File: src/rtl/cbsr_defines.svh
// Offsets, field positions, reset values and pin map of the register bank.
`ifndef CBSR_DEFINES_SVH
`define CBSR_DEFINES_SVH
`define CBSR_OFS_OUTPUT_ENABLE_BITS      8'h00
`define CBSR_OFS_PLL_MODE_AMPLITUDE_CTRL 8'h01
`define CBSR_OFS_OUTPUT_SLEW_CTRL        8'h02
`define CBSR_OFS_FREQUENCY_SELECT_CTRL   8'h03
`define CBSR_OFS_RESERVED_ALL_ONES       8'h04
`define CBSR_OFS_REVISION_VENDOR_CODE    8'h05
`define CBSR_OFS_DEVICE_TYPE_CODE        8'h06
`define CBSR_OFS_READ_LENGTH_COUNT       8'h07
`define CBSR_REG_COUNT                   8'h08
`define CBSR_BIT_OUT0                    3'h1
`define CBSR_BIT_OUT1                    3'h3
`define CBSR_BIT_OUT2                    3'h5
`define CBSR_BIT_OUT3                    3'h6
`define CBSR_BIT_SELECT                  5
`define CBSR_BIT_CHOICE_HI               4
`define CBSR_BIT_CHOICE_LO               3
`define CBSR_BIT_READBACK_HI             7
`define CBSR_BIT_READBACK_LO             6
`define CBSR_BIT_AMP_HI                  1
`define CBSR_BIT_AMP_LO                  0
`define CBSR_BIT_FEEDBACK                0
`define CBSR_BIT_LEN_HI                  4
`define CBSR_RSV_OUTPUT_BYTES            8'h95
`define CBSR_RSV_MODE_BYTE               8'h04
`define CBSR_RSV_RATE_BYTE               8'hC6
`define CBSR_RSV_ALL_ONES                8'hFF
`define CBSR_RST_GATES                   4'hF
`define CBSR_RST_SPEEDS                  4'hF
`define CBSR_RST_SELECT                  1'b0
`define CBSR_RST_CHOICE                  2'h0
`define CBSR_RST_AMPLITUDE               2'h2
`define CBSR_RST_FEEDBACK                1'b1
`define CBSR_RST_LENGTH                  5'h08
`define CBSR_ADDR_LOW                    7'h6B
`define CBSR_ADDR_MID                    7'h6C
`define CBSR_ADDR_HIGH                   7'h6D
`define CBSR_STRAP_LOW                   2'h0
`define CBSR_STRAP_MID                   2'h1
`define CBSR_SLOT_ACK                    4'h8
`define CBSR_SLOT_LOAD                   4'h9
`define CBSR_PIN_W                       11
`define CBSR_PIN_INIT                    11'h003
`define CBSR_PIN_SCL                     0
`define CBSR_PIN_SDA                     1
`define CBSR_PIN_POWER                   2
`define CBSR_PIN_ADDR_LO                 3
`define CBSR_PIN_MODE_LO                 5
`define CBSR_PIN_GATE_LO                 7
`endif

File: src/rtl/cbsr_pkg.sv
// Types shared by the register bank modules.
`default_nettype none
package cbsr_pkg;
  typedef enum logic [2:0] {
    st_idle  = 3'b000,
    st_addr  = 3'b001,
    st_index = 3'b010,
    st_count = 3'b011,
    st_wdata = 3'b100,
    st_read  = 3'b101
  } cbsr_state_type;
  typedef logic [7:0] cbsr_byte_type;
endpackage : cbsr_pkg
`default_nettype wire

File: src/rtl/cbsr_pin_if.sv
// Raw pin levels and their settled copies between filter and core.
`include "cbsr_defines.svh"
`default_nettype none
interface cbsr_pin_if;
  logic [`CBSR_PIN_W-1:0] raw;
  logic [`CBSR_PIN_W-1:0] level;
  modport filt (input raw, output level);
  modport core (output raw, input level);
endinterface : cbsr_pin_if
`default_nettype wire

File: src/rtl/cbsr_pin_filter.sv
// Three-stage pin sampler that accepts a level once two stages agree.
`include "cbsr_defines.svh"
`default_nettype none
module cbsr_pin_filter (
  // Clock, reset and enable
  input  wire logic mclk_in,
  input  wire logic reset_n_in,
  input  wire logic ce_in,
  // Pins in, settled levels out
  cbsr_pin_if.filt  pin_bus
);
  localparam logic [`CBSR_PIN_W-1:0] INIT = `CBSR_PIN_INIT;
  genvar gi;
  for (gi = 0; gi < `CBSR_PIN_W; gi++)
  begin : g_pin
    logic [2:0] stage_reg;
    logic       level_reg;
    // Only the second stage reads the first, so metastability stays there.
    always_ff @(posedge mclk_in or negedge reset_n_in)
    begin
      if (!reset_n_in)
      begin
        stage_reg <= {3{INIT[gi]}};
        level_reg <= INIT[gi];
      end
      else if (ce_in)
      begin
        stage_reg <= {stage_reg[1:0], pin_bus.raw[gi]};
        if (stage_reg[1] == stage_reg[2])
          level_reg <= stage_reg[2];
      end
    end
    assign pin_bus.level[gi] = level_reg;
  end
endmodule : cbsr_pin_filter
`default_nettype wire

File: src/rtl/cbsr_top.sv
// Serial management target and configuration registers of the buffer.
// Notes on behaviour
// - Block read opens: start, write address, index N; address and index acked.
// - Repeated start then read address follows; the read address is acked.
// - Read returns the byte count first, then bytes N through N+X-1.
// - Byte 0 bits 6,5,3,1 enable outputs 3,2,1,0; reset to one.
// - A cleared enable bit beats the enable pin and holds the output low.
// - Byte 1 bits 7:6 read back the strap mode captured at power good.
// - Byte 1 bit 5 picks strap mode (0) or software mode (1).
// - Software mode bits 4:3 reset to zero, act only when bit 5 set.
// - Byte 1 bits 1:0 pick output amplitude, reset value two.
// - Byte 2 bits 6,5,3,1 set per-output edge speed, reset to one.
// - Byte 3 bit 5 enables software rate choice, reset to zero.
// - Rate choice bits 4:3 reset to zero, act only when bit 5 set.
// - Byte 3 bit 0 sets feedback edge speed, reset to one.
// - Byte 4 is reserved and always reads all ones.
// - Byte 5 reads fixed revision code high, maker code low.
// - Byte 6 reads fixed two-bit type code and six-bit device code.
// - Byte 7 bits 4:0 set the read length, reset to eight.
// - Block write: address, index, count, count data bytes, each acked, stop.
// - Target address comes from the three-level address strap.
`include "cbsr_defines.svh"
`default_nettype none
module cbsr_top #(
  parameter logic [3:0] REVISION_CODE = 4'h2, // Arbitrary value.
  parameter logic [3:0] MAKER_CODE    = 4'h5, // Arbitrary value.
  parameter logic [1:0] TYPE_CODE     = 2'h2, // Arbitrary value.
  parameter logic [5:0] DEVICE_CODE   = 6'h0A // Arbitrary value.
) (
  // Clock, reset and enable
  input  wire logic       mclk_in,
  input  wire logic       reset_n_in,
  input  wire logic       ce_in,
  // Serial management pins
  input  wire logic       scl_in,
  input  wire logic       sda_in,
  output logic            sda_out_out,
  output logic            sda_oe_out,
  // Power, strap and gate pins
  input  wire logic       power_good_down_n_in,
  input  wire logic [1:0] target_address_strap_in,
  input  wire logic [1:0] strap_loop_mode_in,
  input  wire logic [3:0] out_gate_n_in,
  // Controls to the clock path
  output logic      [3:0] out_run_out,
  output logic      [1:0] loop_mode_out,
  output logic      [1:0] amplitude_out,
  output logic      [3:0] out_edge_speed_out,
  output logic            feedback_edge_speed_out,
  output logic            rate_sw_enable_out,
  output logic      [1:0] rate_choice_out
);
  localparam logic [2:0] OUT_POS [4] = '{`CBSR_BIT_OUT0, `CBSR_BIT_OUT1,
                                        `CBSR_BIT_OUT2, `CBSR_BIT_OUT3};
  localparam logic [3:0] GATE_RST  = `CBSR_RST_GATES;
  localparam logic [3:0] SPEED_RST = `CBSR_RST_SPEEDS;

  cbsr_pin_if pins ();

  cbsr_pkg::cbsr_state_type state_reg;
  cbsr_pkg::cbsr_state_type state_next;
  logic [3:0]               cnt_reg;
  logic [3:0]               cnt_next;
  cbsr_pkg::cbsr_byte_type  sh_reg;
  cbsr_pkg::cbsr_byte_type  sh_next;
  cbsr_pkg::cbsr_byte_type  idx_reg;
  cbsr_pkg::cbsr_byte_type  idx_next;
  cbsr_pkg::cbsr_byte_type  left_reg;
  cbsr_pkg::cbsr_byte_type  left_next;
  logic                     first_reg;
  logic                     first_next;
  logic                     drive_reg;
  logic                     drive_next;
  logic                     wr_en;
  logic                     scl_q_reg;
  logic                     sda_q_reg;
  logic                     pg_q_reg;
  logic [6:0]               addr_reg;
  logic [1:0]               strap_mode_reg;
  logic                     select_reg;
  logic [1:0]               sw_mode_reg;
  logic [1:0]               amp_reg;
  logic                     rate_en_reg;
  logic [1:0]               rate_sel_reg;
  logic                     fb_reg;
  logic [4:0]               len_reg;
  logic [3:0]               out_run_reg;
  logic [1:0]               loop_mode_reg;
  logic [3:0]               gate_vec;
  logic [3:0]               speed_vec;
  cbsr_pkg::cbsr_byte_type  img [8];

  wire logic       scl_l;
  wire logic       sda_l;
  wire logic       pg_l;
  wire logic [1:0] addr_strap_l;
  wire logic [1:0] mode_strap_l;
  wire logic [3:0] gate_n_l;
  wire logic       scl_rise;
  wire logic       scl_fall;
  wire logic       start_ev;
  wire logic       stop_ev;
  wire logic       pg_rise;
  wire logic [6:0] addr_pick;
  wire logic       wr_b0;
  wire logic       wr_b1;
  wire logic       wr_b2;
  wire logic       wr_b3;
  wire logic       wr_b7;
  cbsr_pkg::cbsr_byte_type rd_byte;
  cbsr_pkg::cbsr_byte_type tx_byte;

  assign pins.raw = {out_gate_n_in, strap_loop_mode_in,
                     target_address_strap_in, power_good_down_n_in,
                     sda_in, scl_in};

  cbsr_pin_filter u_filter (
    .mclk_in    (mclk_in),
    .reset_n_in (reset_n_in),
    .ce_in      (ce_in),
    .pin_bus    (pins.filt)
  );

  assign scl_l        = pins.level[`CBSR_PIN_SCL];
  assign sda_l        = pins.level[`CBSR_PIN_SDA];
  assign pg_l         = pins.level[`CBSR_PIN_POWER];
  assign addr_strap_l = pins.level[`CBSR_PIN_ADDR_LO +: 2];
  assign mode_strap_l = pins.level[`CBSR_PIN_MODE_LO +: 2];
  assign gate_n_l     = pins.level[`CBSR_PIN_GATE_LO +: 4];

  // Bus events come from settled levels, so a glitch never fakes a start.
  assign scl_rise = scl_l & ~scl_q_reg;
  assign scl_fall = ~scl_l & scl_q_reg;
  assign start_ev = scl_l & scl_q_reg & sda_q_reg & ~sda_l;
  assign stop_ev  = scl_l & scl_q_reg & ~sda_q_reg & sda_l;
  assign pg_rise  = pg_l & ~pg_q_reg;

  assign addr_pick = (addr_strap_l == `CBSR_STRAP_LOW) ? `CBSR_ADDR_LOW :
                     (addr_strap_l == `CBSR_STRAP_MID) ? `CBSR_ADDR_MID :
                     `CBSR_ADDR_HIGH;

  assign wr_b0 = wr_en & (idx_reg == `CBSR_OFS_OUTPUT_ENABLE_BITS);
  assign wr_b1 = wr_en & (idx_reg == `CBSR_OFS_PLL_MODE_AMPLITUDE_CTRL);
  assign wr_b2 = wr_en & (idx_reg == `CBSR_OFS_OUTPUT_SLEW_CTRL);
  assign wr_b3 = wr_en & (idx_reg == `CBSR_OFS_FREQUENCY_SELECT_CTRL);
  assign wr_b7 = wr_en & (idx_reg == `CBSR_OFS_READ_LENGTH_COUNT);

  // Read images; reserved bits read as one except in the length byte.
  always_comb
  begin
    img[0] = `CBSR_RSV_OUTPUT_BYTES;
    img[2] = `CBSR_RSV_OUTPUT_BYTES;
    for (int i = 0; i < 4; i++)
    begin
      img[0][OUT_POS[i]] = gate_vec[i];
      img[2][OUT_POS[i]] = speed_vec[i];
    end
    img[1] = `CBSR_RSV_MODE_BYTE;
    img[1][`CBSR_BIT_READBACK_HI:`CBSR_BIT_READBACK_LO] = strap_mode_reg;
    img[1][`CBSR_BIT_SELECT] = select_reg;
    img[1][`CBSR_BIT_CHOICE_HI:`CBSR_BIT_CHOICE_LO] = sw_mode_reg;
    img[1][`CBSR_BIT_AMP_HI:`CBSR_BIT_AMP_LO] = amp_reg;
    img[3] = `CBSR_RSV_RATE_BYTE;
    img[3][`CBSR_BIT_SELECT] = rate_en_reg;
    img[3][`CBSR_BIT_CHOICE_HI:`CBSR_BIT_CHOICE_LO] = rate_sel_reg;
    img[3][`CBSR_BIT_FEEDBACK] = fb_reg;
    img[4] = `CBSR_RSV_ALL_ONES;
    img[5] = {REVISION_CODE, MAKER_CODE};
    img[6] = {TYPE_CODE, DEVICE_CODE};
    img[7] = {3'h0, len_reg};
  end

  // Indices past the map read as zero rather than aliasing.
  assign rd_byte = (idx_reg < `CBSR_REG_COUNT) ? img[idx_reg[2:0]] : 8'h00;
  assign tx_byte = first_reg ? {3'h0, len_reg} : rd_byte;

  always_comb
  begin
    state_next = state_reg;
    cnt_next   = cnt_reg;
    sh_next    = sh_reg;
    idx_next   = idx_reg;
    left_next  = left_reg;
    first_next = first_reg;
    drive_next = drive_reg;
    wr_en      = 1'b0;
    if (start_ev)
    begin
      state_next = cbsr_pkg::st_addr;
      cnt_next   = 4'h0;
      drive_next = 1'b0;
    end
    else if (stop_ev)
    begin
      state_next = cbsr_pkg::st_idle;
      cnt_next   = 4'h0;
      drive_next = 1'b0;
    end
    else if (state_reg == cbsr_pkg::st_read)
    begin
      if (scl_rise && cnt_reg < `CBSR_SLOT_ACK)
      begin
        cnt_next = cnt_reg + 4'h1;
        sh_next  = {sh_reg[6:0], 1'b1};
      end
      else if (scl_rise && cnt_reg == `CBSR_SLOT_ACK)
      begin
        if (sda_l)
          state_next = cbsr_pkg::st_idle;
        else
          cnt_next = `CBSR_SLOT_LOAD;
      end
      else if (scl_fall && cnt_reg < `CBSR_SLOT_ACK)
        drive_next = ~sh_reg[7];
      else if (scl_fall && cnt_reg == `CBSR_SLOT_ACK)
        drive_next = 1'b0;
      else if (scl_fall && cnt_reg == `CBSR_SLOT_LOAD)
      begin
        sh_next    = tx_byte;
        drive_next = ~tx_byte[7];
        cnt_next   = 4'h0;
        first_next = 1'b0;
        if (!first_reg)
          idx_next = idx_reg + 8'h01;
      end
    end
    else if (state_reg != cbsr_pkg::st_idle)
    begin
      if (scl_rise && cnt_reg < `CBSR_SLOT_ACK)
      begin
        sh_next  = {sh_reg[6:0], sda_l};
        cnt_next = cnt_reg + 4'h1;
      end
      else if (scl_fall && cnt_reg == `CBSR_SLOT_LOAD)
      begin
        drive_next = 1'b0;
        cnt_next   = 4'h0;
      end
      else if (scl_fall && cnt_reg == `CBSR_SLOT_ACK)
      begin
        cnt_next   = `CBSR_SLOT_LOAD;
        drive_next = 1'b1;
        case (state_reg)
          cbsr_pkg::st_addr:
          begin
            if (sh_reg[7:1] != addr_reg)
            begin
              state_next = cbsr_pkg::st_idle;
              drive_next = 1'b0;
            end
            else if (sh_reg[0])
            begin
              state_next = cbsr_pkg::st_read;
              first_next = 1'b1;
            end
            else
              state_next = cbsr_pkg::st_index;
          end
          cbsr_pkg::st_index:
          begin
            idx_next   = sh_reg;
            state_next = cbsr_pkg::st_count;
          end
          cbsr_pkg::st_count:
          begin
            left_next  = sh_reg;
            state_next = cbsr_pkg::st_wdata;
          end
          cbsr_pkg::st_wdata:
          begin
            // Bytes beyond the announced count are refused with no ack.
            if (left_reg != 8'h00)
            begin
              wr_en     = 1'b1;
              left_next = left_reg - 8'h01;
              idx_next  = idx_reg + 8'h01;
            end
            else
            begin
              state_next = cbsr_pkg::st_idle;
              drive_next = 1'b0;
            end
          end
          default:
          begin
            state_next = cbsr_pkg::st_idle;
            drive_next = 1'b0;
          end
        endcase
      end
    end
  end

  always_ff @(posedge mclk_in or negedge reset_n_in)
  begin
    if (!reset_n_in)
    begin
      state_reg <= cbsr_pkg::st_idle;
      cnt_reg   <= 4'h0;
      sh_reg    <= 8'h00;
      idx_reg   <= 8'h00;
      left_reg  <= 8'h00;
      first_reg <= 1'b0;
      drive_reg <= 1'b0;
    end
    else if (ce_in)
    begin
      state_reg <= state_next;
      cnt_reg   <= cnt_next;
      sh_reg    <= sh_next;
      idx_reg   <= idx_next;
      left_reg  <= left_next;
      first_reg <= first_next;
      drive_reg <= drive_next;
    end
  end

  // Straps are caught at every power-good rise, not followed afterwards.
  always_ff @(posedge mclk_in or negedge reset_n_in)
  begin
    if (!reset_n_in)
    begin
      scl_q_reg      <= 1'b1;
      sda_q_reg      <= 1'b1;
      pg_q_reg       <= 1'b0;
      addr_reg       <= `CBSR_ADDR_LOW;
      strap_mode_reg <= 2'h0;
    end
    else if (ce_in)
    begin
      scl_q_reg <= scl_l;
      sda_q_reg <= sda_l;
      pg_q_reg  <= pg_l;
      if (pg_rise)
      begin
        addr_reg       <= addr_pick;
        strap_mode_reg <= mode_strap_l;
      end
    end
  end

  genvar gi;
  for (gi = 0; gi < 4; gi++)
  begin : g_out
    logic gate_reg;
    logic speed_reg;
    always_ff @(posedge mclk_in or negedge reset_n_in)
    begin
      if (!reset_n_in)
      begin
        gate_reg  <= GATE_RST[gi];
        speed_reg <= SPEED_RST[gi];
      end
      else if (ce_in)
      begin
        if (wr_b0)
          gate_reg <= sh_reg[OUT_POS[gi]];
        if (wr_b2)
          speed_reg <= sh_reg[OUT_POS[gi]];
      end
    end
    assign gate_vec[gi]  = gate_reg;
    assign speed_vec[gi] = speed_reg;
  end

  always_ff @(posedge mclk_in or negedge reset_n_in)
  begin
    if (!reset_n_in)
    begin
      select_reg   <= `CBSR_RST_SELECT;
      sw_mode_reg  <= `CBSR_RST_CHOICE;
      amp_reg      <= `CBSR_RST_AMPLITUDE;
      rate_en_reg  <= `CBSR_RST_SELECT;
      rate_sel_reg <= `CBSR_RST_CHOICE;
      fb_reg       <= `CBSR_RST_FEEDBACK;
      len_reg      <= `CBSR_RST_LENGTH;
    end
    else if (ce_in)
    begin
      if (wr_b1)
      begin
        select_reg  <= sh_reg[`CBSR_BIT_SELECT];
        sw_mode_reg <= sh_reg[`CBSR_BIT_CHOICE_HI:`CBSR_BIT_CHOICE_LO];
        amp_reg     <= sh_reg[`CBSR_BIT_AMP_HI:`CBSR_BIT_AMP_LO];
      end
      if (wr_b3)
      begin
        rate_en_reg  <= sh_reg[`CBSR_BIT_SELECT];
        rate_sel_reg <= sh_reg[`CBSR_BIT_CHOICE_HI:`CBSR_BIT_CHOICE_LO];
        fb_reg       <= sh_reg[`CBSR_BIT_FEEDBACK];
      end
      if (wr_b7)
        len_reg <= sh_reg[`CBSR_BIT_LEN_HI:0];
    end
  end

  // Controls are registered so the analog side never sees decode glitches.
  always_ff @(posedge mclk_in or negedge reset_n_in)
  begin
    if (!reset_n_in)
    begin
      out_run_reg        <= 4'h0;
      loop_mode_reg      <= 2'h0;
      amplitude_out      <= `CBSR_RST_AMPLITUDE;
      out_edge_speed_out <= `CBSR_RST_SPEEDS;
      feedback_edge_speed_out <= `CBSR_RST_FEEDBACK;
      rate_sw_enable_out <= `CBSR_RST_SELECT;
      rate_choice_out    <= `CBSR_RST_CHOICE;
    end
    else if (ce_in)
    begin
      out_run_reg   <= {4{pg_l}} & gate_vec & ~gate_n_l;
      loop_mode_reg <= select_reg ? sw_mode_reg : strap_mode_reg;
      amplitude_out <= amp_reg;
      out_edge_speed_out      <= speed_vec;
      feedback_edge_speed_out <= fb_reg;
      rate_sw_enable_out      <= rate_en_reg;
      rate_choice_out <= rate_en_reg ? rate_sel_reg : 2'h0;
    end
  end

  // Open-drain: the pin is only ever pulled low, never driven high.
  assign sda_out_out   = 1'b0;
  assign sda_oe_out    = drive_reg;
  assign out_run_out   = out_run_reg;
  assign loop_mode_out = loop_mode_reg;
endmodule : cbsr_top
`default_nettype wire

File: config.mk
export PLATFORM = sky130hd
export DESIGN_NAME = cbsr_top
export DESIGN_NICKNAME = d
export VERILOG_FILES = /design/src/rtl/cbsr_pkg.sv /design/src/rtl/cbsr_pin_if.sv /design/src/rtl/cbsr_pin_filter.sv /design/src/rtl/cbsr_top.sv
export VERILOG_INCLUDE_DIRS = /design/src /design/src/rtl
export SDC_FILE = /design/constraint.sdc
export NUM_CORES = 1
export LEC_CHECK = 0
export BUFFER_PORTS_ARGS = -buffer_cell sky130_fd_sc_hd__buf_4
export CAP_MARGIN = 5
export CORE_UTILIZATION = 50
export DETAILED_ROUTE_END_ITERATION = 10
export GPL_ROUTABILITY_DRIVEN = 1
export PLACE_DENSITY = 0.68
export REMOVE_ABC_BUFFERS = 1
export SLEW_MARGIN = 15
export SYNTH_ARGS = -nofsm -noshare
export SYNTH_HDL_FRONTEND = slang
export SYNTH_HIERARCHICAL = 1
export SYNTH_SLANG_ARGS = --single-unit
File: constraint.sdc
create_clock -name mclk_in -period 4.2 [get_ports mclk_in]
set_clock_uncertainty 0.2 [all_clocks]
set_input_delay 0.63 -clock mclk_in [delete_from_list [all_inputs] [get_ports mclk_in]]
set_output_delay 0.63 -clock mclk_in [all_outputs]
set_load 0.01 [all_outputs]
==> After elaboration in Yosys (flattened, before gate mapping) <==
Cells that the tools add are included.
{ "op_classes": {"n_addsub": 3, "magnitude_cmp": 3, "n_eq_ne": 46, "muxes": 95, "bitwise": 29, "reduce_logical": 47} }
{ "ops": {"columns": ["operator", "count"], "rows": [
  ["$mux W8", 25],
  ["$mux W4", 13],
  ["$mux W3", 14],
  ["$mux W1", 36],
  ["$reduce_and A2 Y1", 17],
  ["$pmux W8 S2", 2],
  ["$reduce_and A14 Y1", 2],
  ["$bmux W8 S3", 1],
  ["$ne A2 B2 Y1 const B", 10],
  ["$ne A6 B6 Y1 const B", 3],
  ["$eq A8 B2 Y1 const B", 2],
  ["$reduce_bool A2 Y1", 7],
  ["$and A1 B1 Y1", 13],
  ["$not A1 Y1", 12],
  ["$pmux W3 S4", 1],
  ["$eq A1 B1 Y1", 11],
  ["$reduce_and A10 Y1", 1],
  ["$reduce_bool A5 Y1", 2],
  ["$reduce_and A9 Y1", 1],
  ["$add A8 B1 Y8 const B", 1],
  ["$and A4 B4 Y4", 2],
  ["$eq A4 B4 Y1 const B", 2],
  ["$eq A8 B1 Y1 const B", 1],
  ["$eq A8 B3 Y1 const B", 1],
  ["other kinds (31)", 43]
]} }
{ "word_totals": {"ff_bits": 127, "in_bits": 14, "output_inout_bits": 18, "wordCells": 279} }

==> Logic depth before layout (Yosys ltp) <==
Gate-level depths: netlist of the first run.
{ "depth": {"ltp_word": 15, "ltp_mapped": 8, "depth_no_buf": 7} }

==> Modules after synthesis <==
The synthesis of the first run kept the hierarchy.
{ "by_module_without_submodules": {"columns": ["mod", "instances", "cells_per_inst", "area_each_um2", "seq_area_each_um2"], "rows": [
  ["cbsr_top", 1, 469, 4609.4, 2003.2],
  ["cbsr_pin_filter", 1, 127, 1886.8, 1111.1]
]} }

==> Worst setup path before layout of the first run <==
No wires, ideal clock.
{ "synth_timing": {"path_kind": "register to register", "startpoint": "register cnt_reg[0]", "endpoint": "register idx_reg[5]", "setup_time_ps": 125, "arrival_ps": 2389, "t_required_ps": 3875, "setup_slack_ps": 1487, "path_stages_with_launch": 8, "n_path_buf": 1, "cell_sequence": "dfrtp_1 > ha_1 > or3b_1 > or4_1 > a21boi_4 > and2_1 > buf_2 > mux2_2"} }
{ "synth_between": {"elab_chain_len": 4} }
{ "synth_rtl": {"columns": ["element", "line_no", "rtl"], "rows": [
  ["start, declared", "cbsr_top.sv:62", "logic [3:0] cnt_reg;"],
  ["start signal, assigned", "cbsr_top.sv:309", "cnt_reg <= cnt_next;"],
  ["$lt A4 B4 Y1 (no line) or $eq A4 B4 Y1 (tied branches)", null, null],
  ["$logic_and A1 B1 Y1 (no line)", null, null],
  ["$ne A2 B2 Y1 (no line) (tied with other cells)", null, null],
  ["$reduce_and A14 Y1 (no line) *", null, null],
  ["end signal, assigned", "cbsr_top.sv:311", "idx_reg <= idx_next;"],
  ["end, declared", "cbsr_top.sv:66", "cbsr_pkg::cbsr_byte_type idx_reg;"]
]} }
Every way passes the cells marked *; elsewhere a longest branch is shown, timed or not.
A chain may end at the register's enable or synchronous reset.

==> Worst setup path after layout of the first run <==
{ "layout_timing": {"startpoint": "register cnt_reg[1]", "endpoint": "register left_reg[6]"} }
{ "layout_between": {"elab_chain_len": 4} }
{ "layout_rtl": {"columns": ["element", "line_no", "rtl"], "rows": [
  ["$lt A4 B4 Y1 (no line) or $eq A4 B4 Y1 (tied branches)", null, null],
  ["$logic_and A1 B1 Y1 (no line)", null, null],
  ["$not A1 Y1 (no line)", null, null],
  ["$reduce_and A10 Y1 (no line) *", null, null],
  ["end signal, assigned", "cbsr_top.sv:312", "left_reg <= left_next;"],
  ["end, declared", "cbsr_top.sv:68", "cbsr_pkg::cbsr_byte_type left_reg;"]
]} }
Marked as above.

==> impl.org, run 1 <==
** Outcome
- The flow ran to the end, and the final reports show no timing, DRC or antenna violations.

** Place
- Once detailed placement completed, the half-perimeter wirelength came to 9.19 mm.
- Port buffer count :: 30
- In this run the cell area measured after placement is 6700 um2.
- RePlAce Congestion :: ~0.86

** Floorplan
- The floorplan step defined a core boundary enclosing 12600 um2.
- The die covers about 13000 um2.
- In this run the core area contains 41 standard-cell rows.
- In this run the count of I/O pins placed on the die edge is 32.
- The die is 116 um wide.
- Starting density of the core :: around half
- The die is about 120 um tall.

** Drt
- In the routed design, unresolved DRC markers number 0.
- Number of iterations in the first detailed-routing pass :: 5
- Remaining number of nets flagged by the antenna check after routing :: 0
- For this block, the routed nets add up to 13.8 mm of wire.
- For this block, the via count after detailed routing is about 4600.
- Number of violations reported at the end of detailed-routing iteration 0 :: 349
- After detailed routing, the average wire length per cell comes to 17.6 um.
- Ratio of routed vias to standard cells :: 5.79

** CTS
- TritonCTS built the clock tree.
- The root buffer cell chosen for the clock tree is sky130_fd_sc_hd__clkbuf_16.
- Gates resized during post-CTS repair numbered 0.
- Number of buffers on the longest clock path :: 2
- Number of H-tree levels :: 4
- Post-cts hold buffer count :: 0
- Post-CTS timing repair inserted 0 buffers for setup.
- After clock tree synthesis, the clock-pin slew on the worst setup and hold paths is 60 ps.
- Clock latency on the worst-skew pair, taken at its later pin, is 420 ps.
- Clock tree sinks :: ~120
- Number of buffers added by the clock tree synthesis step :: 17

** Final layout
- The finished cells cover around 7400 um2.
- The register with the most flip-flops in the layout has 33 of them.
- The area growth from synthesis to layout is 13.6%.
- After filler insertion, the fill cell instance count of the layout stands at roughly 1100.
- Share of post-route cells with drive strength above 1 :: between 30% and 40%
- Post-layout net count :: 625
- N_diodes :: 0

** Timing
- Setup repair after global routing missed its margin :: no
- At the pin with the least slew margin, the transition time is 944 ps.
- In this run the tightest slew margin relative to its limit is 37.1%.
- Setup violations remaining at the end of the flow were counted as 0.
- Shortest clock period the worst path allows after layout :: 3270 ps
- The final count of hold timing violations was 0.
- Of the available clock period, the critical path in the final layout requires 77.8%.
- Maximum clock rate :: between 300 and 400 MHz
- Pins Over Slew Limit :: 0
- Across all hold checks on the routed design, the worst slack comes to 140 ps.
- Total negative slack for setup checks :: 0 ps

** Worst setup path
- Worst setup path class :: flip-flop to flip-flop
- Tracing the worst setup path back leads to its startpoint at cnt_reg[1].
- Data on the critical path is required at its endpoint by approximately 4300 ps.
- Grouping stages by cell kind, the critical path spends the most delay in compound AO/OA/AOI/OAI gates.
- Register-to-register setup slack :: about 930 ps
- The worst register-to-register path begins at cnt_reg[1].
- Type of element capturing the critical path :: flip-flop
- STA classifies the critical path startpoint as a flip-flop.
- For this run, the slowest stage of the critical path takes 800 ps.
- Crit Reg-Reg Endpoint :: left_reg[6]
- Cell at the slowest stage of the critical path :: sky130_fd_sc_hd__a211oi_2
- Buf/Inv on CP :: 1
- Worst Reg-to-Reg Cells :: 7
- At the worst endpoint, the arrival time is 3370 ps.
- Of all nets on the critical path, the largest fanout is 16.
- List of cells traversed by the critical path :: inv_1 > ha_1 > or3b_1 > or4_1 > a211oi_2 > o21ai_0 > a22o_1

** Global routing
- Antenna violations before repair :: 0
- Entering global routing, the biggest net connects roughly 70 pins.
- Global-route wire length before repair :: about 23 mm
- GRT Overall Usage :: between 20 and 25%
- Via count of the first global-routing pass :: 4532
- For this run the aggregate overflow at the end of global routing stands at 0.

** Synth
- For this run, the leading register cell type out of synthesis is sky130_fd_sc_hd__dfrtp_1.
- Yosys warning total :: 6
- sky130_fd_sc_hd__dfrtp_1 takes more of the synthesized area than any other cell.
- Area share of the largest cell type after synthesis :: 36.2%
- After synthesis, the cell types taking the most area are sky130_fd_sc_hd__dfrtp_1 36%, sky130_fd_sc_hd__mux2_2 13%, sky130_fd_sc_hd__dfstp_2 12%, sky130_fd_sc_hd__a21oi_1 2.6%, sky130_fd_sc_hd__o21ai_0 2.5%.
- After synthesis, flip-flops and latches occupy 47.9% of the total area.
- Counting distinct cell types in the post-synthesis netlist gives 68.
- Average instance area after synthesis :: about 11 um2
- Synthesis handed over a netlist of 596 instances.
- In this run, synthesis inferred 0 flip-flops with an integrated enable.
- Combined area of all synthesized cells :: about 6500 um2
- Proportion of synthesized flip-flops having asynchronous set or reset :: 100%
- Synthesis inferred 123 register bits.

** Power
- VDD sags by at most 0.000416 V.
- Standby leakage power :: 0.00315 uW
- Overall power of the completed layout :: 4470 uW
- Power spread over the standard cell area amounts to between 600 and 700 nW/um2.

** Run
- Across the run, the number of max-cap violations was 0.

** Worst hold path
- Worst hold path class :: primary input to asynchronous set/reset pin
## cell usage after synthesis (9+ instances only)
library cell               instances
sky130_fd_sc_hd__dfrtp_1          94
sky130_fd_sc_hd__mux2_2           76
sky130_fd_sc_hd__nand2_1          39
sky130_fd_sc_hd__a21oi_1          34
sky130_fd_sc_hd__o21ai_0          32
sky130_fd_sc_hd__dfstp_2          29
sky130_fd_sc_hd__clkbuf_1         23
sky130_fd_sc_hd__nand2b_1         21
sky130_fd_sc_hd__inv_1            19
sky130_fd_sc_hd__nor2_1           19
sky130_fd_sc_hd__a22o_1           15
sky130_fd_sc_hd__nand3_1          15
sky130_fd_sc_hd__a21o_1           13
sky130_fd_sc_hd__buf_4            13
sky130_fd_sc_hd__nor3_1           10
sky130_fd_sc_hd__ha_1              9
## per-layer routing
metal / GRT usage, % / share of wire (%)
met1: 30.3 / 47
met2: 35.8 / 47
met3: 6.17 / 3.6
met4: 10.1 / 2.4
met5: 0 / 0
## worst max-delay path by stage
stage                              to  slack, ps  cells past startpoint
final                     left_reg[6]        930                      7
after global routing      left_reg[6]        720                      7
after CTS                 left_reg[6]        940                      6
after detailed placement  left_reg[6]        880                      6
after global placement    left_reg[6]        990                      6
after floorplan           left_reg[6]       1330                      6
## cell type report
type	count	area, um2	area share, %
Clock buffer	21	480	6.51
Tap cell	172	215	2.92
Sequential cell	123	3110	42.2
Timing Repair Buffer	33	260	3.53
Multi-Input combinational cell	408	3040	41.1
Clock inverter	11	203	2.75
Inverter	19	71.3	0.966
## through the flow
| step | std cells | setup WS, ps | utilization (%) |
|---|---|---|---|
| 2_1_floorplan | 550 | 1330 | - |
| 3_3_place_gp | 755 | 992 | 53.1 |
| 3_5_place_dp | 755 | 876 | 53.1 |
| 4_1_cts | 787 | 937 | 58.5 |
| 5_1_grt | 787 | 719 | 58.5 |
| 6_report | 787 | 934 | 58.5 |
## layout by cell type, fill, tap and decap left out, types with 5 or more instances in the layout
master | Yosys | routed
sky130_fd_sc_hd__a21o_1 | 13 | 13
sky130_fd_sc_hd__a21oi_1 | 34 | 34
sky130_fd_sc_hd__a22o_1 | 15 | 15
sky130_fd_sc_hd__a31oi_1 | 5 | 5
sky130_fd_sc_hd__buf_4 | 13 | 32
sky130_fd_sc_hd__bufinv_16 | 0 | 5
sky130_fd_sc_hd__clkbuf_16 | 0 | 17
sky130_fd_sc_hd__dfrtp_1 | 94 | 94
sky130_fd_sc_hd__dfstp_2 | 29 | 29
sky130_fd_sc_hd__ha_1 | 9 | 9
sky130_fd_sc_hd__inv_1 | 19 | 19
sky130_fd_sc_hd__mux2_2 | 76 | 76
sky130_fd_sc_hd__mux2i_1 | 6 | 6
sky130_fd_sc_hd__nand2_1 | 39 | 39
sky130_fd_sc_hd__nand2b_1 | 21 | 21
sky130_fd_sc_hd__nand3_1 | 15 | 15
sky130_fd_sc_hd__nand4b_1 | 5 | 5
sky130_fd_sc_hd__nor2_1 | 19 | 19
sky130_fd_sc_hd__nor2b_1 | 8 | 8
sky130_fd_sc_hd__nor3_1 | 10 | 10
sky130_fd_sc_hd__o211ai_1 | 5 | 5
sky130_fd_sc_hd__o21ai_0 | 32 | 32
sky130_fd_sc_hd__o22ai_1 | 8 | 8
sky130_fd_sc_hd__or3_1 | 5 | 5
sky130_fd_sc_hd__xor2_1 | 6 | 6
## cell families (layout without fill, tap and decap cells)
kind of cell               count (synthesis)  in the layout  synth area share [%]
muxes                                     83             83                  14.4
DFF                                      123            123                  47.9
other                                      1              1                0.0577
xor gates and xnor gates                   9              9                  1.21
AOI/OAI and AO/OA                        145            145                  15.0
buffers and inverters                     65             84                  5.32
and+or+nand+nor                          161            161                  14.3
adders and majority gates                  9              9                  1.73
## worst reg2reg max path: stages (launching register included)
cell                       delay, ps
sky130_fd_sc_hd__dfrtp_1         380
sky130_fd_sc_hd__inv_1            90
sky130_fd_sc_hd__ha_1            260
sky130_fd_sc_hd__or3b_1          430
sky130_fd_sc_hd__or4_1           570
sky130_fd_sc_hd__a211oi_2        800
sky130_fd_sc_hd__o21ai_0         200
sky130_fd_sc_hd__a22o_1          220
## report_power, final
group	internal [uW]	total (uW)	switching [uW]
sequential	1430	1820	387
combinational	470	971	502
clock	1130	1680	554
Note: power is estimated with default switching activity, not from simulation.
==> inputs of run 2 (changes only) <==
PLACE_DENSITY = 0.71   (was 0.68)
clock period = 2.7 ns   (was 4.2 ns; I/O delays follow)
==> impl.org, run 2 (synthesis gave the netlist of run 1 again) <==
** Final layout
- N_diodes :: 0 (unchanged)
- Largest register FFs :: 33 (unchanged)
- The library cell used most frequently in the layout, excluding fill and tap cells, is sky130_fd_sc_hd__dfrtp_1.
- Relative area change from synthesis to final layout :: 17.0%
- Share of post-route cells with drive strength above 1 :: 34.6% (+4.5 points)
- In the layout the commonest cells are 94 x sky130_fd_sc_hd__dfrtp_1, 76 x sky130_fd_sc_hd__mux2_2, 65 x sky130_fd_sc_hd__buf_4.
- The final net count came to 661 (+5.8%).
- The post-layout utilization of the core is 60.2% (+1.7 points).

** Global routing
- Routing usage on met2 :: 38.3% (+2.5 points)
- The overall overflow remaining after global route came to 0 (unchanged).
- Global-route wire length before repair :: 23.9 mm (+2.9%)
- GRT Overall Usage :: 23.4% (+0.42 points)
- The global-route track usage on met1 is 30.2% (about the same).
- GR met3 Demand/Resource :: 5.65% (-0.52 points)
- The number of antenna violations at the first check in global routing came to 0 (unchanged).
- met2 is the most crowded layer.
- Via count of the first global-routing pass :: 4839 (+6.8%)
- The maximum number of pins on one net before global-route repair is 85 (+18%).

** Floorplan
- The number of standard-cell rows in the floorplan is 41 (unchanged).
- Die height :: 116 um (unchanged)
- The boundary pin count was 32 (unchanged).
- Floorplan die width :: 116 um (unchanged)
- Area of the core region :: 12600 um2 (unchanged)
- Die Area :: 13500 um2 (unchanged)
- Starting density of the core :: 51.5% (unchanged)

** Timing
- Worst-Margin Slew :: 670 ps (-274 ps)
- Total negative slack for setup checks :: 0 ps (unchanged)
- The setup violation total in the final timing report is 0 (unchanged).
- Setup repair after global routing missed its margin :: yes
- The maximum operating frequency is 379 MHz (+24%).
- The period utilization is 97.7% (+20 points).
- Max transition margin :: 55.3% (+18 points)
- The shortest period the worst path allows was 2640 ps (-629 ps).
- Pins Over Slew Limit :: 0 (unchanged)
- The final count of hold timing violations is 0 (unchanged).

** Place
- The final HPWL from detailed placement is 10.0 mm (+9.0%).
- RePlAce Congestion :: 0.897 (+4.6%)
- The number of buffers inserted by port buffering came to 30 (unchanged).

** Worst setup path
- Critical path arrival :: 2730 ps (-640 ps)
- Type of element capturing the critical path :: flip-flop
- Slowest Stage Delay on Critical Path :: 570 ps (-230 ps)
- List of cells traversed by the critical path :: or4_4 > or3b_4 > nor4_4 > nand2_1 > mux2_2
- The required time at the worst-slack endpoint came to 2790 ps (-1520 ps).
- Cell at the slowest stage of the critical path :: sky130_fd_sc_hd__or4_4
- The number of cell instances on the worst register-to-register path was 5 (-2).
- The critical path in this run is classified as flip-flop to flip-flop.
- The total buffers and inverters traversed by the critical path is 0 (-1).
- The maximum fanout along the worst path came to 4 (-12).
- Critical register-to-register path startpoint :: idx_reg[6]
- The setup slack of the most critical reg-to-reg path is 60 ps (-870 ps).
- Worst path top cell family by delay :: simple AND/OR/NAND/NOR gates
- Crit Reg-Reg Endpoint :: rate_sel_reg[0]
- Sort of element at the start of the critical path :: flip-flop

** CTS
- CTS Root Buffer Type :: sky130_fd_sc_hd__clkbuf_16
- Clock tree from TritonCTS :: done
- The count of H-tree levels built during CTS is 4 (unchanged).
- Number of buffers on the longest clock path :: 2 (unchanged)
- Clock slew seen by the registers of the worst setup and hold paths :: 60 ps (about the same)
- Setup Fix Bufs, Post-CTS :: 0 (unchanged)
- The clock buffer count from CTS is 17 (unchanged).
- The clock sink count was 123 (unchanged).
- Later-pin clock latency in the skew report :: 410 ps (about the same)

** Drt
- Remaining number of nets flagged by the antenna check after routing :: 0 (unchanged)
- Sum of routed wire length over all layers :: 14.4 mm (+4.4%)
- The post-detailed-route DRC marker count was 0 (unchanged).
- Number of iterations in the first detailed-routing pass :: 7 (+2)
- The via count normalized by instance count was 5.84 (+0.85%).
- The average wire per cell in the routed design is 17.5 um (-0.20%).
- Total via count in the routed design :: 4806 (+5.5%)
- Number of violations reported at the end of detailed-routing iteration 0 :: 461 (+32%)

** Outcome
- Run status :: complete, no violations

** Worst hold path
- Critical hold path startpoint :: out_gate_n_in[2]
- The min-delay analysis places its worst path in the category primary input to flip-flop.
- Min-Delay Path Depth :: 2
- The path with the worst hold slack has its endpoint at u_filter/g_pin[9].stage_reg[0].

** Run
- Number of violations of the max-capacitance limit :: 0 (unchanged)

** Power
- The power density over cell area is 907 nW/um2 (+50%).
- Worst VDD drop :: 0.000993 V (+140%)
- The static leakage was 0.00329 uW (+4.4%).
==> run 2: changes by cell type in the layout (fill, tap and decap cells not counted), moves of 2 or more <==
cell | previous run | this run
sky130_fd_sc_hd__buf_4 | 32 | 65
sky130_fd_sc_hd__clkinv_2 | 0 | 5
sky130_fd_sc_hd__clkbuf_8 | 4 | 0
sky130_fd_sc_hd__clkbuf_1 | 0 | 3
sky130_fd_sc_hd__inv_6 | 4 | 1
sky130_fd_sc_hd__or4_1 | 4 | 1
sky130_fd_sc_hd__or4_4 | 0 | 3
sky130_fd_sc_hd__bufinv_16 | 5 | 3
sky130_fd_sc_hd__or3b_1 | 4 | 2
sky130_fd_sc_hd__or3b_4 | 0 | 2
==> run 2: metrics by stage <==
| step | hold slack [ps] | total power (uW) | cell area (um2) | instances | worst slack (ps) |
|---|---|---|---|---|---|
| after floorplan | -90.6 | 3760 | 6220 | 550 | -167 |
| after global placement | 193 | 4520 | 6970 | 790 | 42.5 |
| after detailed placement | 200 | 4590 | 6970 | 790 | -3.99 |
| after CTS | 13.7 | 6880 | 7570 | 823 | 26.8 |
| after global routing | 9.44 | 7260 | 7600 | 823 | -28.5 |
| final | 26.3 | 6890 | 7600 | 823 | 63.4 |
==> run 2: repair_timing <==
action,4_1_cts,5_1_grt
hold endpoints to repair,20,0
hold buffers,1,0
pin swaps,0,2
gates resized for setup,1,8
endpoints found under the setup margin,3,18
==> run 2: layer usage <==
layer | routed length, um | vias to the layer above
li1 | - | 2239
met1 | 6170 | 2408
met2 | 7220 | 139
met3 | 851 | 20
met4 | 189 | 0
met5 | 0 | -
==> run 2: worst max path at each step <==
stage	cells past startpoint	to	start	slack, ps
4_1_cts	7	idx_reg[7]	cnt_reg[1]	30
2_1_floorplan	6	left_reg[6]	cnt_reg[0]	-170
6_report	5	rate_sel_reg[0]	idx_reg[6]	60
3_5_place_dp	7	idx_reg[7]	cnt_reg[1]	-4
5_1_grt	5	rate_sel_reg[1]	idx_reg[6]	-30
3_3_place_gp	7	idx_reg[7]	cnt_reg[1]	40
==> run 2: layout make-up <==
cell class	count	area, um2
sequential	123	3110
inverter	19	71.3
fill	1061	5020
timing repair buffer	69	549
clock buffer	20	437
clock inverter	12	149
multi-input combinational	408	3060
tap	172	215
==> run 2: power by group <==
| group | switching [uW] | internal, uW | total (uW) |
|---|---|---|---|
| Clock | 804 | 1450 | 2250 |
| Sequential | 428 | 2230 | 2660 |
| Combinational | 1040 | 942 | 1990 |
==> run 2: worst reg2reg max path: stages (launching register included) <==
cell,delay [ps]
sky130_fd_sc_hd__dfrtp_1,420
sky130_fd_sc_hd__or4_4,570
sky130_fd_sc_hd__or3b_4,450
sky130_fd_sc_hd__nor4_4,370
sky130_fd_sc_hd__nand2_1,210
sky130_fd_sc_hd__mux2_2,310
==> inputs of run 3 (changes only) <==
BUFFER_PORTS_ARGS = -buffer_cell sky130_fd_sc_hd__clkbuf_2   (was -buffer_cell sky130_fd_sc_hd__buf_4)
==> impl.org, run 3 (synthesis gave the netlist of run 1 again) <==
** Place
- Placed cells :: 790 (unchanged)
- The minimum setup slack after placement was 15.8 ps (+19.8 ps).
- The global placer's final weighted congestion was 0.914 (+1.9%).
- Detailed placer's ending HPWL :: 9.88 mm (-1.4%)
- The number of buffers inserted by port buffering came to 30 (unchanged).

** Final layout
- FILL cells :: 1033 (-2.6%)
- Footprint of the flip-flops and latches :: 3110 um2 (unchanged)
- The number of flip-flops under the largest register name is 33 (unchanged).
- Relative area change from synthesis to final layout :: 16.9% (about the same)
- The total area of multi-input combinational cells was 3060 um2 (about the same).
- The final net count was 666 (+0.76%).
- Number of standard cells in the final layout excluding fillers :: 828 (+0.61%)
- The ratio of cells with drive above 1 in the final layout came to 34.9% (+0.35 points).
- Fin util :: 60.2% (about the same)
- Leaving out fill and tap cells, the most frequent cell in the layout is sky130_fd_sc_hd__dfrtp_1.
- The top cell types in the final layout, fill and taps aside, are 94 x sky130_fd_sc_hd__dfrtp_1, 76 x sky130_fd_sc_hd__mux2_2, 41 x sky130_fd_sc_hd__buf_4.
- N_diodes :: 0 (unchanged)

** Worst setup path
- Worst setup path class :: flip-flop to flip-flop
- The maximum fanout along the worst path is 5 (+1).
- Required time at the endpoint of the critical path :: 2800 ps (about the same)
- STA classifies the critical path startpoint as a flip-flop.
- The critical path arrival is 2730 ps (about the same).
- Type of element capturing the critical path :: flip-flop

** CTS
- Number of buffers on the longest clock path :: 2 (unchanged)
- Later-pin clock latency in the skew report :: 420 ps (about the same)
- Clock tree from TritonCTS :: done
- Number of H-tree levels :: 4 (unchanged)
- The clock transition at the register clock pins on the worst setup and hold paths after CTS came to 60 ps (about the same).
- Clock tree sinks :: 123 (unchanged)
- CTS Root Buffer Type :: sky130_fd_sc_hd__clkbuf_16
- The clock buffer count from CTS is 17 (unchanged).

** Timing
- The worst-margin pin slew was 684 ps (+14.3 ps).
- Setup repair after global routing missed its margin :: yes
- Maximum clock rate :: 380 MHz (+0.30%)
- The period utilization was 97.4% (-0.29 points).
- The total negative setup slack is 0 ps (unchanged).
- Max transition margin :: 53.2% (-2.1 points)
- The shortest period the worst path allows is 2630 ps (-7.96 ps).
- Worst Setup Slack, final :: 71.4 ps (+7.96 ps)
- Pins Over Slew Limit :: 0 (unchanged)
- The setup violation total in the final timing report was 0 (unchanged).
- Final Hold Violating Endpoints :: 0 (unchanged)
- Worst hold-check slack :: 17.7 ps (-8.53 ps)

** Floorplan
- Die height :: 116 um (unchanged)
- Floorplan die width :: 116 um (unchanged)
- Die Area :: 13500 um2 (unchanged)
- The effective utilization at floorplan is 51.5% (unchanged).
- The number of standard-cell rows in the floorplan came to 41 (unchanged).
- The area inside the core boundary came to 12600 um2 (unchanged).
- Number of top-level pins :: 32 (unchanged)

** Drt
- Number of violations reported at the end of detailed-routing iteration 0 :: 556 (+21%)
- Post-route DRC :: 0 (unchanged)
- The count of TritonRoute iterations in the first routing pass came to 5 (-2).
- Wire per inst :: 17.5 um (-0.43%)
- The aggregate routed wire length is 14.5 mm (+0.17%).
- The final antenna-violating net count is 0 (unchanged).
- The via count normalized by instance count was 5.82 (-0.34%).
- Total via count in the routed design :: 4819 (+0.27%)

** Global routing
- The maximum number of pins on one net before global-route repair was 56 (-34%).
- Global-route wire length before repair :: 24.3 mm (+1.6%)
- Remaining Overflow, GRT :: 0 (unchanged)
- Antenna violations before repair :: 0 (unchanged)
- The all-layer global routing usage came to 23.7% (+0.26 points).
- The via count of the first global-routing pass was 4824 (-0.31%).

** Worst hold path
- The path class of the tightest hold or removal check is primary input to flip-flop.

** Power
- The power density over cell area was 912 nW/um2 (+0.56%).
- The static leakage was 0.00330 uW (+0.14%).
- The peak supply drop was 0.000665 V (-33%).

** Run
- Number of violations of the max-capacitance limit :: 0 (unchanged)

** Outcome
- Run status :: complete, no violations
-- run 3: final timing paths --
path,startpoint,to,slack [ps],depth (start not counted)
setup / recovery,idx_reg[6],len_reg[4],70,5
hold / removal,out_gate_n_in[3],u_filter/g_pin[10].stage_reg[0],20,2
setup reg to reg,idx_reg[6],len_reg[4],70,5
hold reg to reg,u_filter/g_pin[3].stage_reg[2],u_filter/g_pin[3].level_reg,290,1
max in group asynchronous,reset_n_in,u_filter/g_pin[0].stage_reg[1],1390,3
min in group asynchronous,reset_n_in,cnt_reg[2],260,2
-- run 3: area by class of cell --
cell class / count / share of cell area [%]
flip-flops and latches: 123 / 41.0
multi-input cells: 408 / 40.3
repair buffers: 74 / 6.77
clock buffers: 20 / 6.01
well taps: 172 / 2.83
clock inverters: 12 / 2.14
inverters: 19 / 0.939
-- run 3: metal layers --
metal / share of wire (%) / track usage, % / routed length (um) / vias up
li1: - / - / - / 2251
met5: 0 / 0 / 0 / -
met4: 2.2 / 8.72 / 311 / 0
met1: 44 / 30.8 / 6330 / 2396
met3: 4.6 / 5.07 / 659 / 29
met2: 49 / 39.0 / 7150 / 143
-- run 3: power breakdown --
part	internal [uW]	switching [uW]	leakage (uW)	total, uW
Sequential	2230	448	0.00146	2680
Clock	1510	840	0.000285	2350
Combinational	902	1000	0.00156	1910
-- run 3: what timing repair did --
item,in CTS,in global routing
pin swaps,0,2
endpoints found under the hold margin,22,0
cloned,0,1
setup endpoints to repair,3,19
hold buffers,1,0
buffers inserted,0,4
resized for setup,1,7
-- run 3: critical path, cell delays in order, from the launching register on --
cell and delay (ps):
sky130_fd_sc_hd__dfrtp_1 420, sky130_fd_sc_hd__or4_1 570, sky130_fd_sc_hd__or3b_1 490, sky130_fd_sc_hd__nor4_4 290
sky130_fd_sc_hd__buf_4 190, sky130_fd_sc_hd__mux2_2 340
-- run 3: through the flow --
stage | cell area (um2) | total power (uW)
final | 7600 | 6930
after global routing | 7600 | 7310
after CTS | 7530 | 6920
after detailed placement | 6900 | 4540
after global placement | 6900 | 4460
after floorplan | 6220 | 3760
